[config.mk]
export PLATFORM = sky130hd
export DESIGN_NAME = noload_detect_irq_status
export DESIGN_NICKNAME = d
export VERILOG_FILES = /design/src/hdl/noload_pkg.sv /design/src/hdl/noload_detect_irq_status.sv
export VERILOG_INCLUDE_DIRS = /design/src /design/src/hdl
export SDC_FILE = /design/constraint.sdc
export NUM_CORES = 2
export LEC_CHECK = 0
export BUFFER_PORTS_ARGS = -buffer_cell sky130_fd_sc_hd__buf_2
export CAP_MARGIN = 10
export CORE_MARGIN = 5
export CORE_UTILIZATION = 55
export DETAILED_ROUTE_END_ITERATION = 8
export PLACE_DENSITY_LB_ADDON = 0.1
export REMOVE_ABC_BUFFERS = 1
export SLEW_MARGIN = 20
export SYNTH_ARGS = -nofsm -noshare
export SYNTH_HDL_FRONTEND = slang
export SYNTH_SLANG_ARGS = --single-unit
[constraint.sdc]
create_clock -name sys_clk -period 9.75 [get_ports sys_clk]
set_input_delay 1.95 -clock sys_clk [delete_from_list [all_inputs] [get_ports sys_clk]]
set_output_delay 1.95 -clock sys_clk [all_outputs]
set_load 0.01 [all_outputs]
[src/hdl/noload_consts.svh]
/*
 Offsets, field positions and reset values for the no-load
 detector and its interrupt flag registers.
 Assumes inclusion by bare name from the design files.
*/
`ifndef NOLOAD_CONSTS_SVH
`define NOLOAD_CONSTS_SVH

// register indices on the internal register port
`define OFS_FLAGS_ZERO     4'h0
`define OFS_FLAGS_ONE      4'h1
`define OFS_ENABLE_ZERO    4'h2
`define OFS_ENABLE_ONE     4'h3
`define OFS_PHASE_STATE    4'h4
`define OFS_ACTIVE_THR     4'h5
`define OFS_REACTIVE_THR   4'h6
`define OFS_APPARENT_THR   4'h7

// bit positions in the second flag group
`define BIT_TOTAL_IDLE     0
`define BIT_FUND_IDLE      1
`define BIT_APPARENT_IDLE  2
`define BIT_RESET_DONE     15

// phase field positions in the phase state register
`define POS_TOTAL_PHASE    0
`define POS_FUND_PHASE     3
`define POS_APPARENT_PHASE 6

// reset values
`define RST_ENABLE         32'h0000_0000
`define RST_FLAGS          32'h0000_0000
`define RST_THRESHOLD      24'h00_0000

`endif

[src/hdl/noload_pkg.sv]
/*
 Types for the no-load detector: per-phase power sample and register
 port request and answer.
 Assumes a 28-bit signed power datapath.
*/
package noload_pkg;

   typedef struct packed {
      logic signed [27:0] total_active;
      logic signed [27:0] total_reactive;
      logic signed [27:0] fund_active;
      logic signed [27:0] fund_reactive;
      logic signed [27:0] apparent;
   } phase_power_t;

   typedef struct packed {
      logic        wr;
      logic        rd;
      logic [3:0]  addr;
      logic [31:0] wdata;
   } reg_req_t;

   typedef struct packed {
      logic        valid;
      logic [31:0] data;
   } reg_rsp_t;

endpackage

[src/hdl/noload_detect_irq_status.sv]
/*
 No-load detection for total, fundamental and apparent power on three
 phases, with the two event flag groups, enable registers and the two
 active-low interrupt lines.
 Assumes power samples and register requests come from logic on sys_clk.
*/
// ==========================================
`timescale 1ns/10ps
`include "noload_consts.svh"
`default_nettype none

module noload_detect_irq_status (
   input  wire logic                           sys_clk,
   input  wire logic                           srst,
   input  wire noload_pkg::phase_power_t [2:0] power_in,
   input  wire logic                           power_valid,
   input  wire logic [31:0]                    events_zero,
   input  wire logic [31:0]                    events_one,
   input  wire noload_pkg::reg_req_t           reg_req,
   output var  noload_pkg::reg_rsp_t           reg_rsp,
   output var  logic [8:0]                     energy_hold,
   output var  logic                           interrupt_line_zero_n,
   output var  logic                           interrupt_line_one_n
);
   import noload_pkg::*;

   // ==========================================
   // declarations
   logic [31:0] flags_zero_reg;
   logic [31:0] flags_one_reg;
   logic [31:0] enable_zero_reg;
   logic [31:0] enable_one_reg;
   logic [23:0] active_thr_reg;
   logic [23:0] reactive_thr_reg;
   logic [23:0] apparent_thr_reg;
   logic [2:0]  total_state_reg;
   logic [2:0]  fund_state_reg;
   logic [2:0]  app_state_reg;
   logic        reset_done_pend_reg;
   logic [2:0]  total_next;
   logic [2:0]  fund_next;
   logic [2:0]  app_next;
   logic        pq_enabled;
   logic        app_enabled;
   logic [31:0] own_events;
   logic [31:0] clear_zero;
   logic [31:0] clear_one;
   logic [31:0] flags_zero_next;
   logic [31:0] flags_one_next;
   logic [31:0] enable_one_eff;
   logic [15:0] phase_state;

   // magnitude at or below a 24-bit threshold sign-extended to 29 bits
   function automatic logic under_threshold(input logic signed [27:0] p,
                                            input logic [23:0] thr);
      logic signed [28:0] wide;
      logic        [28:0] mag;
      logic        [28:0] lim;
      wide = {p[27], p};
      mag  = wide[28] ? 29'(-wide) : 29'(wide);
      lim  = {{5{thr[23]}}, thr};
      return mag <= lim;
   endfunction

   // ==========================================
   // per-phase detection
   assign pq_enabled  = !(active_thr_reg[23] && reactive_thr_reg[23]);
   assign app_enabled = !apparent_thr_reg[23];

   for (genvar ph = 0; ph < 3; ph++) begin : g_phase
      assign total_next[ph] = pq_enabled
         && under_threshold(power_in[ph].total_active, active_thr_reg)
         && under_threshold(power_in[ph].total_reactive, reactive_thr_reg);
      assign fund_next[ph] = pq_enabled
         && under_threshold(power_in[ph].fund_active, active_thr_reg)
         && under_threshold(power_in[ph].fund_reactive, reactive_thr_reg);
      assign app_next[ph] = app_enabled
         && under_threshold(power_in[ph].apparent, apparent_thr_reg);
   end

   always_ff @(posedge sys_clk) begin
      if (srst) begin
         total_state_reg <= 3'h0;
         fund_state_reg  <= 3'h0;
         app_state_reg   <= 3'h0;
      end else if (power_valid) begin
         total_state_reg <= total_next;
         fund_state_reg  <= fund_next;
         app_state_reg   <= app_next;
      end
   end

   // ==========================================
   // event flags
   always_comb begin
      own_events = 32'h0000_0000;
      own_events[`BIT_TOTAL_IDLE]    = power_valid && (total_next != total_state_reg);
      own_events[`BIT_FUND_IDLE]     = power_valid && (fund_next != fund_state_reg);
      own_events[`BIT_APPARENT_IDLE] = power_valid && (app_next != app_state_reg);
      own_events[`BIT_RESET_DONE]    = reset_done_pend_reg;
   end

   assign clear_zero = (reg_req.wr && reg_req.addr == `OFS_FLAGS_ZERO) ? reg_req.wdata
                                                                        : 32'h0000_0000;
   assign clear_one  = (reg_req.wr && reg_req.addr == `OFS_FLAGS_ONE) ? reg_req.wdata
                                                                       : 32'h0000_0000;
   // set wins over a clear in the same cycle
   assign flags_zero_next = (flags_zero_reg & ~clear_zero) | events_zero;
   assign flags_one_next  = (flags_one_reg & ~clear_one) | events_one | own_events;

   always_ff @(posedge sys_clk) begin
      if (srst) begin
         flags_zero_reg      <= `RST_FLAGS;
         flags_one_reg       <= `RST_FLAGS;
         reset_done_pend_reg <= 1'b1;
      end else begin
         flags_zero_reg      <= flags_zero_next;
         flags_one_reg       <= flags_one_next;
         reset_done_pend_reg <= 1'b0;
      end
   end

   // ==========================================
   // enables and thresholds
   always_ff @(posedge sys_clk) begin
      if (srst) begin
         enable_zero_reg  <= `RST_ENABLE;
         enable_one_reg   <= `RST_ENABLE;
         active_thr_reg   <= `RST_THRESHOLD;
         reactive_thr_reg <= `RST_THRESHOLD;
         apparent_thr_reg <= `RST_THRESHOLD;
      end else if (reg_req.wr) begin
         unique case (reg_req.addr)
            `OFS_ENABLE_ZERO:  enable_zero_reg  <= reg_req.wdata;
            `OFS_ENABLE_ONE:   enable_one_reg   <= reg_req.wdata;
            `OFS_ACTIVE_THR:   active_thr_reg   <= reg_req.wdata[23:0];
            `OFS_REACTIVE_THR: reactive_thr_reg <= reg_req.wdata[23:0];
            `OFS_APPARENT_THR: apparent_thr_reg <= reg_req.wdata[23:0];
            default: ;
         endcase
      end
   end

   // ==========================================
   // interrupt lines
   always_comb begin
      enable_one_eff = enable_one_reg;
      enable_one_eff[`BIT_RESET_DONE] = 1'b1;
   end

   always_ff @(posedge sys_clk) begin
      if (srst) begin
         interrupt_line_zero_n <= 1'b1;
         interrupt_line_one_n  <= 1'b1;
      end else begin
         interrupt_line_zero_n <= ~|(flags_zero_reg & enable_zero_reg);
         interrupt_line_one_n  <= ~|(flags_one_reg & enable_one_eff);
      end
   end

   // ==========================================
   // register reads and hold outputs
   assign phase_state = {7'h00, app_state_reg, fund_state_reg, total_state_reg};

   always_ff @(posedge sys_clk) begin
      if (srst) begin
         reg_rsp <= '0;
      end else begin
         reg_rsp.valid <= reg_req.rd;
         if (!reg_req.rd) begin
            reg_rsp.data <= 32'h0000_0000;
         end else begin
            unique case (reg_req.addr)
               `OFS_FLAGS_ZERO:   reg_rsp.data <= flags_zero_reg;
               `OFS_FLAGS_ONE:    reg_rsp.data <= flags_one_reg;
               `OFS_ENABLE_ZERO:  reg_rsp.data <= enable_zero_reg;
               `OFS_ENABLE_ONE:   reg_rsp.data <= enable_one_reg;
               `OFS_PHASE_STATE:  reg_rsp.data <= {16'h0000, phase_state};
               `OFS_ACTIVE_THR:   reg_rsp.data <= {4'h0, {4{active_thr_reg[23]}},
                                                   active_thr_reg};
               `OFS_REACTIVE_THR: reg_rsp.data <= {4'h0, {4{reactive_thr_reg[23]}},
                                                   reactive_thr_reg};
               `OFS_APPARENT_THR: reg_rsp.data <= {4'h0, {4{apparent_thr_reg[23]}},
                                                   apparent_thr_reg};
               default:           reg_rsp.data <= 32'h0000_0000;
            endcase
         end
      end
   end

   always_ff @(posedge sys_clk) begin
      if (srst) begin
         energy_hold <= 9'h000;
      end else begin
         energy_hold <= phase_state[8:0];
      end
   end

   // ==========================================
   // assertions
   irq_one_low_a: assert property (@(posedge sys_clk) disable iff (srst)
      |(flags_one_reg & enable_one_eff) |=> !interrupt_line_one_n)
      else $error("line one not low with enabled flag");

   irq_zero_idle_a: assert property (@(posedge sys_clk) disable iff (srst)
      !(|(flags_zero_reg & enable_zero_reg)) |=> interrupt_line_zero_n)
      else $error("line zero low without enabled flag");

   reset_done_a: assert property (@(posedge sys_clk)
      $fell(srst) |=> flags_one_reg[`BIT_RESET_DONE] ##1 !interrupt_line_one_n)
      else $error("reset done flag or line missing");

   enable_reset_a: assert property (@(posedge sys_clk)
      srst |=> (enable_zero_reg == 32'h0000_0000) && (enable_one_reg == 32'h0000_0000))
      else $error("enables not zero after reset");

   fund_flag_a: assert property (@(posedge sys_clk) disable iff (srst)
      power_valid && (fund_next != fund_state_reg) |=> flags_one_reg[`BIT_FUND_IDLE]
      && (fund_state_reg == $past(fund_next)))
      else $error("fundamental flag or phase bits wrong");

   fund_off_a: assert property (@(posedge sys_clk) disable iff (srst)
      power_valid && active_thr_reg[23] && reactive_thr_reg[23] |=> fund_state_reg == 3'h0)
      else $error("fundamental test not disabled");

   app_off_a: assert property (@(posedge sys_clk) disable iff (srst)
      power_valid && apparent_thr_reg[23] |=> app_state_reg == 3'h0 ##1 energy_hold[8:6] == 3'h0)
      else $error("apparent test not disabled");

   flag_clear_a: assert property (@(posedge sys_clk) disable iff (srst)
      reg_req.wr && reg_req.addr == `OFS_FLAGS_ONE && reg_req.wdata[`BIT_APPARENT_IDLE]
      && !own_events[`BIT_APPARENT_IDLE] && !events_one[`BIT_APPARENT_IDLE]
      |=> !flags_one_reg[`BIT_APPARENT_IDLE])
      else $error("write one did not clear flag");

   set_wins_a: assert property (@(posedge sys_clk) disable iff (srst)
      own_events[`BIT_TOTAL_IDLE] |=> flags_one_reg[`BIT_TOTAL_IDLE])
      else $error("total flag lost");

   thr_read_a: assert property (@(posedge sys_clk) disable iff (srst)
      reg_req.rd && reg_req.addr == `OFS_APPARENT_THR && !reg_req.wr
      |=> reg_rsp.valid && reg_rsp.data[31:28] == 4'h0
      && reg_rsp.data[27:24] == {4{reg_rsp.data[23]}})
      else $error("threshold read not sign extended");

   // limits for checking, thresholds taken as non-negative
   logic signed [27:0] act_lim;
   logic signed [27:0] react_lim;
   logic signed [27:0] app_lim;

   assign act_lim   = $signed({4'h0, active_thr_reg});
   assign react_lim = $signed({4'h0, reactive_thr_reg});
   assign app_lim   = $signed({4'h0, apparent_thr_reg});

   tot_flag_a: assert property (@(posedge sys_clk) disable iff (srst)
      power_valid && (total_next != total_state_reg) |=> flags_one_reg[`BIT_TOTAL_IDLE]
      && (total_state_reg == $past(total_next)))
      else $error("total flag or phase bits wrong");

   app_flag_a: assert property (@(posedge sys_clk) disable iff (srst)
      power_valid && (app_next != app_state_reg) |=> flags_one_reg[`BIT_APPARENT_IDLE]
      && (app_state_reg == $past(app_next)))
      else $error("apparent flag or phase bits wrong");

   phase_read_a: assert property (@(posedge sys_clk) disable iff (srst)
      reg_req.rd && reg_req.addr == `OFS_PHASE_STATE |=> reg_rsp.data[31:9] == 23'h0
      && reg_rsp.data[8:6] == $past(app_state_reg)
      && reg_rsp.data[5:3] == $past(fund_state_reg)
      && reg_rsp.data[2:0] == $past(total_state_reg))
      else $error("phase state read wrong");

   hold_fund_a: assert property (@(posedge sys_clk) disable iff (srst)
      1'b1 |=> energy_hold[5:3] == $past(fund_state_reg))
      else $error("fundamental energy hold wrong");

   hold_app_a: assert property (@(posedge sys_clk) disable iff (srst)
      1'b1 |=> energy_hold[8:6] == $past(app_state_reg))
      else $error("apparent energy hold wrong");

   irq_zero_low_a: assert property (@(posedge sys_clk) disable iff (srst)
      |(flags_zero_reg & enable_zero_reg) |=> !interrupt_line_zero_n)
      else $error("line zero not low with enabled flag");

   irq_one_idle_a: assert property (@(posedge sys_clk) disable iff (srst)
      !(|(flags_one_reg & enable_one_eff)) |=> interrupt_line_one_n)
      else $error("line one low without enabled flag");

   done_unmask_a: assert property (@(posedge sys_clk) disable iff (srst)
      flags_one_reg[`BIT_RESET_DONE] |=> !interrupt_line_one_n)
      else $error("reset done flag masked");

   sticky_zero_a: assert property (@(posedge sys_clk) disable iff (srst)
      !(reg_req.wr && reg_req.addr == `OFS_FLAGS_ZERO)
      |=> (flags_zero_reg & $past(flags_zero_reg)) == $past(flags_zero_reg))
      else $error("group zero flag dropped without clear");

   event_zero_a: assert property (@(posedge sys_clk) disable iff (srst)
      |events_zero |=> (flags_zero_reg & $past(events_zero)) == $past(events_zero))
      else $error("group zero event not flagged");

   event_one_a: assert property (@(posedge sys_clk) disable iff (srst)
      |events_one |=> (flags_one_reg & $past(events_one)) == $past(events_one))
      else $error("group one event not flagged");

   fund_idle_a: assert property (@(posedge sys_clk) disable iff (srst)
      power_valid && !active_thr_reg[23] && !reactive_thr_reg[23]
      && $signed(power_in[0].fund_active) <= act_lim
      && $signed(power_in[0].fund_active) >= -act_lim
      && $signed(power_in[0].fund_reactive) <= react_lim
      && $signed(power_in[0].fund_reactive) >= -react_lim |=> fund_state_reg[0])
      else $error("fundamental idle not detected");

   total_idle_a: assert property (@(posedge sys_clk) disable iff (srst)
      power_valid && !active_thr_reg[23] && !reactive_thr_reg[23]
      && $signed(power_in[1].total_active) <= act_lim
      && $signed(power_in[1].total_active) >= -act_lim
      && $signed(power_in[1].total_reactive) <= react_lim
      && $signed(power_in[1].total_reactive) >= -react_lim |=> total_state_reg[1])
      else $error("total idle not detected");

   app_idle_a: assert property (@(posedge sys_clk) disable iff (srst)
      power_valid && !apparent_thr_reg[23]
      && $signed(power_in[1].apparent) <= app_lim
      && $signed(power_in[1].apparent) >= -app_lim |=> app_state_reg[1])
      else $error("apparent idle not detected");

   fund_busy_a: assert property (@(posedge sys_clk) disable iff (srst)
      power_valid && !active_thr_reg[23] && $signed(power_in[2].fund_active) > act_lim
      |=> !fund_state_reg[2])
      else $error("fundamental idle with power above threshold");

   shared_thr_a: assert property (@(posedge sys_clk) disable iff (srst)
      power_valid && power_in[2].fund_active == power_in[2].total_active
      && power_in[2].fund_reactive == power_in[2].total_reactive
      |=> fund_state_reg[2] == total_state_reg[2])
      else $error("fundamental and total thresholds differ");

endmodule

`default_nettype wire

==> impl_metrics.csv <==
group,metric,value,unit
worst_setup_path,timing.rr.start,"active_thr_reg[23]",
final_layout,drive_gt1_share,16.6,%
drt,wl_met1,42000,microns
sta,min_period_over_period,68.2,%
clock_network,cts_buffer_depth,3,
sta,rsz0062_at_grt,"false",
synth,synth_cell_types,67,
placed_design,place_congestion,0.953,
clock_network,htree_num_levels,1,
sta,skew,23.7,ps
drt,wl_per_cell,21.3,microns
global_routing,grt_pass1_vias,27100,
clock_network,cts_buffers,25,
drt,vias_per_cell,6.22,
drt,wl_met2,45700,microns
final_layout,nets,5044,
clock_network,cts_resized,0,
worst_setup_path,cp-end-kind,"register",
power,swShare,32.8,%
power,max-vdd-ir-drop,148,uV
final_layout,areaGrowthSynthToFinish,15.8,%
worst_setup_path,rr_worst_depth,11,
final_layout,layout_commonest_cell,"nand2_1",
synth,synthAdderAreaFrac,20.6,%
status,status,"finished clean",
synth,netlist_instances,3574,
power,intPower,2.12,mW
drt,first_iter_violations,2786,
clock_network,post_cts_buffers,0,
worst_setup_path,crit_required,10170,ps
clock_network,cts_tree,"built",
final_layout,top_register,"reg_rsp",
floorplan,start_util,55.8,%
drt,top_layer_used,"met4",
placed_design,portBuffers,568,
power,p_leak,12.2,nW
global_routing,grt_pass1_wl,151000,microns
final_layout,largest_reg_flops,33,
power,power_frac_seq,35.0,%
synth,ys_ff_latch,254,
synth,synth_mux_area_share,0.393,%
sta,fin_tns_setup,0,ps
drt,wl_met3,9850,microns
drt,vias,29700,
power,p_per_area,99.4,nW/um^2
floorplan,die_area,54300,sq um
synth,async_reset_ff_share,0,%
power,power_frac_comb,33.3,%
synth,synth_edf_count,0,
synth,yosys_warnings,0,
sta,hold_violations,0,
worst_setup_path,critPathKind,"primary input to register",
synth,synth_area,27400,sq um
power,switchingPower,1.03,mW
worst_setup_path,ff2ff_setup_slack,6030,ps
clock_network,cts_hold_buf,0,
synth,synth_top_family_by_area,"compound AO/OA/AOI/OAI gates",
drt,drc,0,
global_routing,grt_max_degree,85,
sta,timing.hold.ws,452,ps
worst_setup_path,crit_path_start_kind,"primary input",
floorplan,ios,569,
worst_setup_path,arrival,7070,ps
final_layout,layout_common_cells,"597 x nand2_1, 567 x buf_2, 450 x ha_1, 364 x xnor2_1, 358 x a21oi_1",
sta,worst_slew_pin_slew,1150,ps
floorplan,rows,81,
synth,synth_area_per_cell,7.66,sq um
drt,routed_wl,102000,microns
floorplan,die_w,233,microns
clock_network,cts.sinks,254,
global_routing,grt.total_usage,35.0,%
sta,fmax,150,MHz
synth,synth_simple_gate_area_share,21.4,%
synth,synth_seq_area_share,18.6,%
worst_setup_path,r2r-end,"flags_one_reg[1]",
synth,synth-compound-area-share,23.3,%
clock_network,clkLatencyLatePin,540,ps
clock_network,cts_root_buffer,"clkbuf_16",
run,cap_violations,0,
sta,min_period,6650,ps
floorplan,die_h,233,microns
worst_setup_path,worstPathMaxFanout,4,
sta,slew_headroom,23.4,%
min_path,min_path_type,"register to register",
drt,ant_nets,0,
worst_setup_path,crit_end,"flags_one_reg[1]",
floorplan,core_area,49100,sq um
global_routing,grt_overflow_total,0,
power,clkPwrFrac,31.7,%
power,power,3.15,mW
drt,first_pass_iters,8,
synth,synth_flop_cell,"dfxtp_1",
clock_network,path_clk_slew,60,ps
worst_setup_path,crit_path_start,"power_in[343]",
sta,setup_viol,0,
sta,drv_slew,0,
synth,synth_xor_area_share,12.2,%
global_routing,antenna_found_initial,19,
placed_design,dp_hpwl,79900,microns
[worst max-delay path, stage by stage]
cell      delay, ps
buf_2           130
nor4_1          550
nand4_1         240
or4_1           530
or4_1           480
o41ai_1         360
xnor2_1         120
ha_1            310
nand4_1         130
or4_1           510
or3_1           380
or4_1           440
a22o_1          250
a211o_1         280
xnor2_1         150
a311oi_1        270
[through the flow]
step / worst slack [ps] / cell area, sq um / util, % / cells
3_3_place_gp: 2840 / 30800 / 62.7 / 4706
2_1_floorplan: 3360 / 26900 / - / 3455
3_5_place_dp: 2630 / 30800 / 62.7 / 4706
5_1_grt: 2850 / 31700 / 64.6 / 4767
4_1_cts: 3160 / 31600 / 64.5 / 4752
6_report: 3100 / 31700 / 64.6 / 4775
[how the worst min path moves through the flow]
stage | startpoint | endpoint | slack, ps | cells past startpoint
3_3_place_gp | reset_done_pend_reg | flags_one_reg[15] | 430 | 2
6_report | reset_done_pend_reg | flags_one_reg[15] | 450 | 2
5_1_grt | enable_one_reg[15] | enable_one_reg[15] | 470 | 2
3_5_place_dp | reset_done_pend_reg | flags_one_reg[15] | 440 | 2
4_1_cts | reset_done_pend_reg | flags_one_reg[15] | 450 | 2
2_1_floorplan | reset_done_pend_reg | flags_one_reg[15] | 420 | 2
[cells in the mapped netlist, types with 11 or more instances]
cell | number | area (sq um)
a211oi_1 | 21 | 158
a21o_1 | 38 | 285
a21oi_1 | 358 | 1790
a221oi_1 | 20 | 175
a22oi_1 | 105 | 788
a31oi_1 | 26 | 163
a41oi_1 | 11 | 96.3
and4_1 | 19 | 166
clkbuf_1 | 132 | 495
dfxtp_1 | 254 | 5080
ha_1 | 450 | 5630
inv_1 | 127 | 477
nand2_1 | 597 | 2240
nand2b_1 | 51 | 319
nand3_1 | 60 | 300
nand4_1 | 75 | 469
nor2_1 | 129 | 484
nor2b_1 | 15 | 93.8
nor3_1 | 40 | 200
nor4_1 | 38 | 238
nor4b_1 | 12 | 105
o21ai_0 | 192 | 961
o31ai_1 | 105 | 788
o41ai_1 | 48 | 420
or2_2 | 19 | 119
or3_1 | 54 | 338
or4_1 | 61 | 458
xnor2_1 | 364 | 3190
xor2_1 | 16 | 140
[power groups by stage]
stage / Clock, mW / Combinational [mW] / Sequential [mW]
floorplan: 0 / 0.637 / 1.11
global placement: 0 / 1.01 / 1.12
detailed placement: 0 / 1.03 / 1.12
CTS: 0.994 / 1.04 / 1.10
global route: 1.04 / 1.18 / 1.10
finish: 0.998 / 1.05 / 1.10
[metal layers]
metal  up-vias  track usage [%]
met5         -                0
met4         0             12.7
met3       220             4.59
met2      1459             57.0
met1     13800             47.6
li1      14200                -
[area by class of cell]
class / instances / area [sq um]
Multi-Input combinational cell: 3074 / 21400
Fill cell: 4616 / 17400
Sequential cell: 254 / 5080
Timing Repair Buffer: 587 / 2990
Tap cell: 664 / 831
Clock buffer: 39 / 758
Inverter: 127 / 477
Clock inverter: 7 / 91.3
Antenna cell: 23 / 57.6
[cells by family after synthesis]
| kind of cell | count (synthesis) |
|---|---|
| AOI/OAI and AO/OA | 1008 |
| xor gates and xnor gates | 380 |
| adders and majority gates | 450 |
| buffers and inverters | 260 |
| DFF | 254 |
| muxes | 10 |
| other | 1 |
| and+or+nand+nor | 1211 |
No activity file was read; power rests on OpenSTA's default activity.
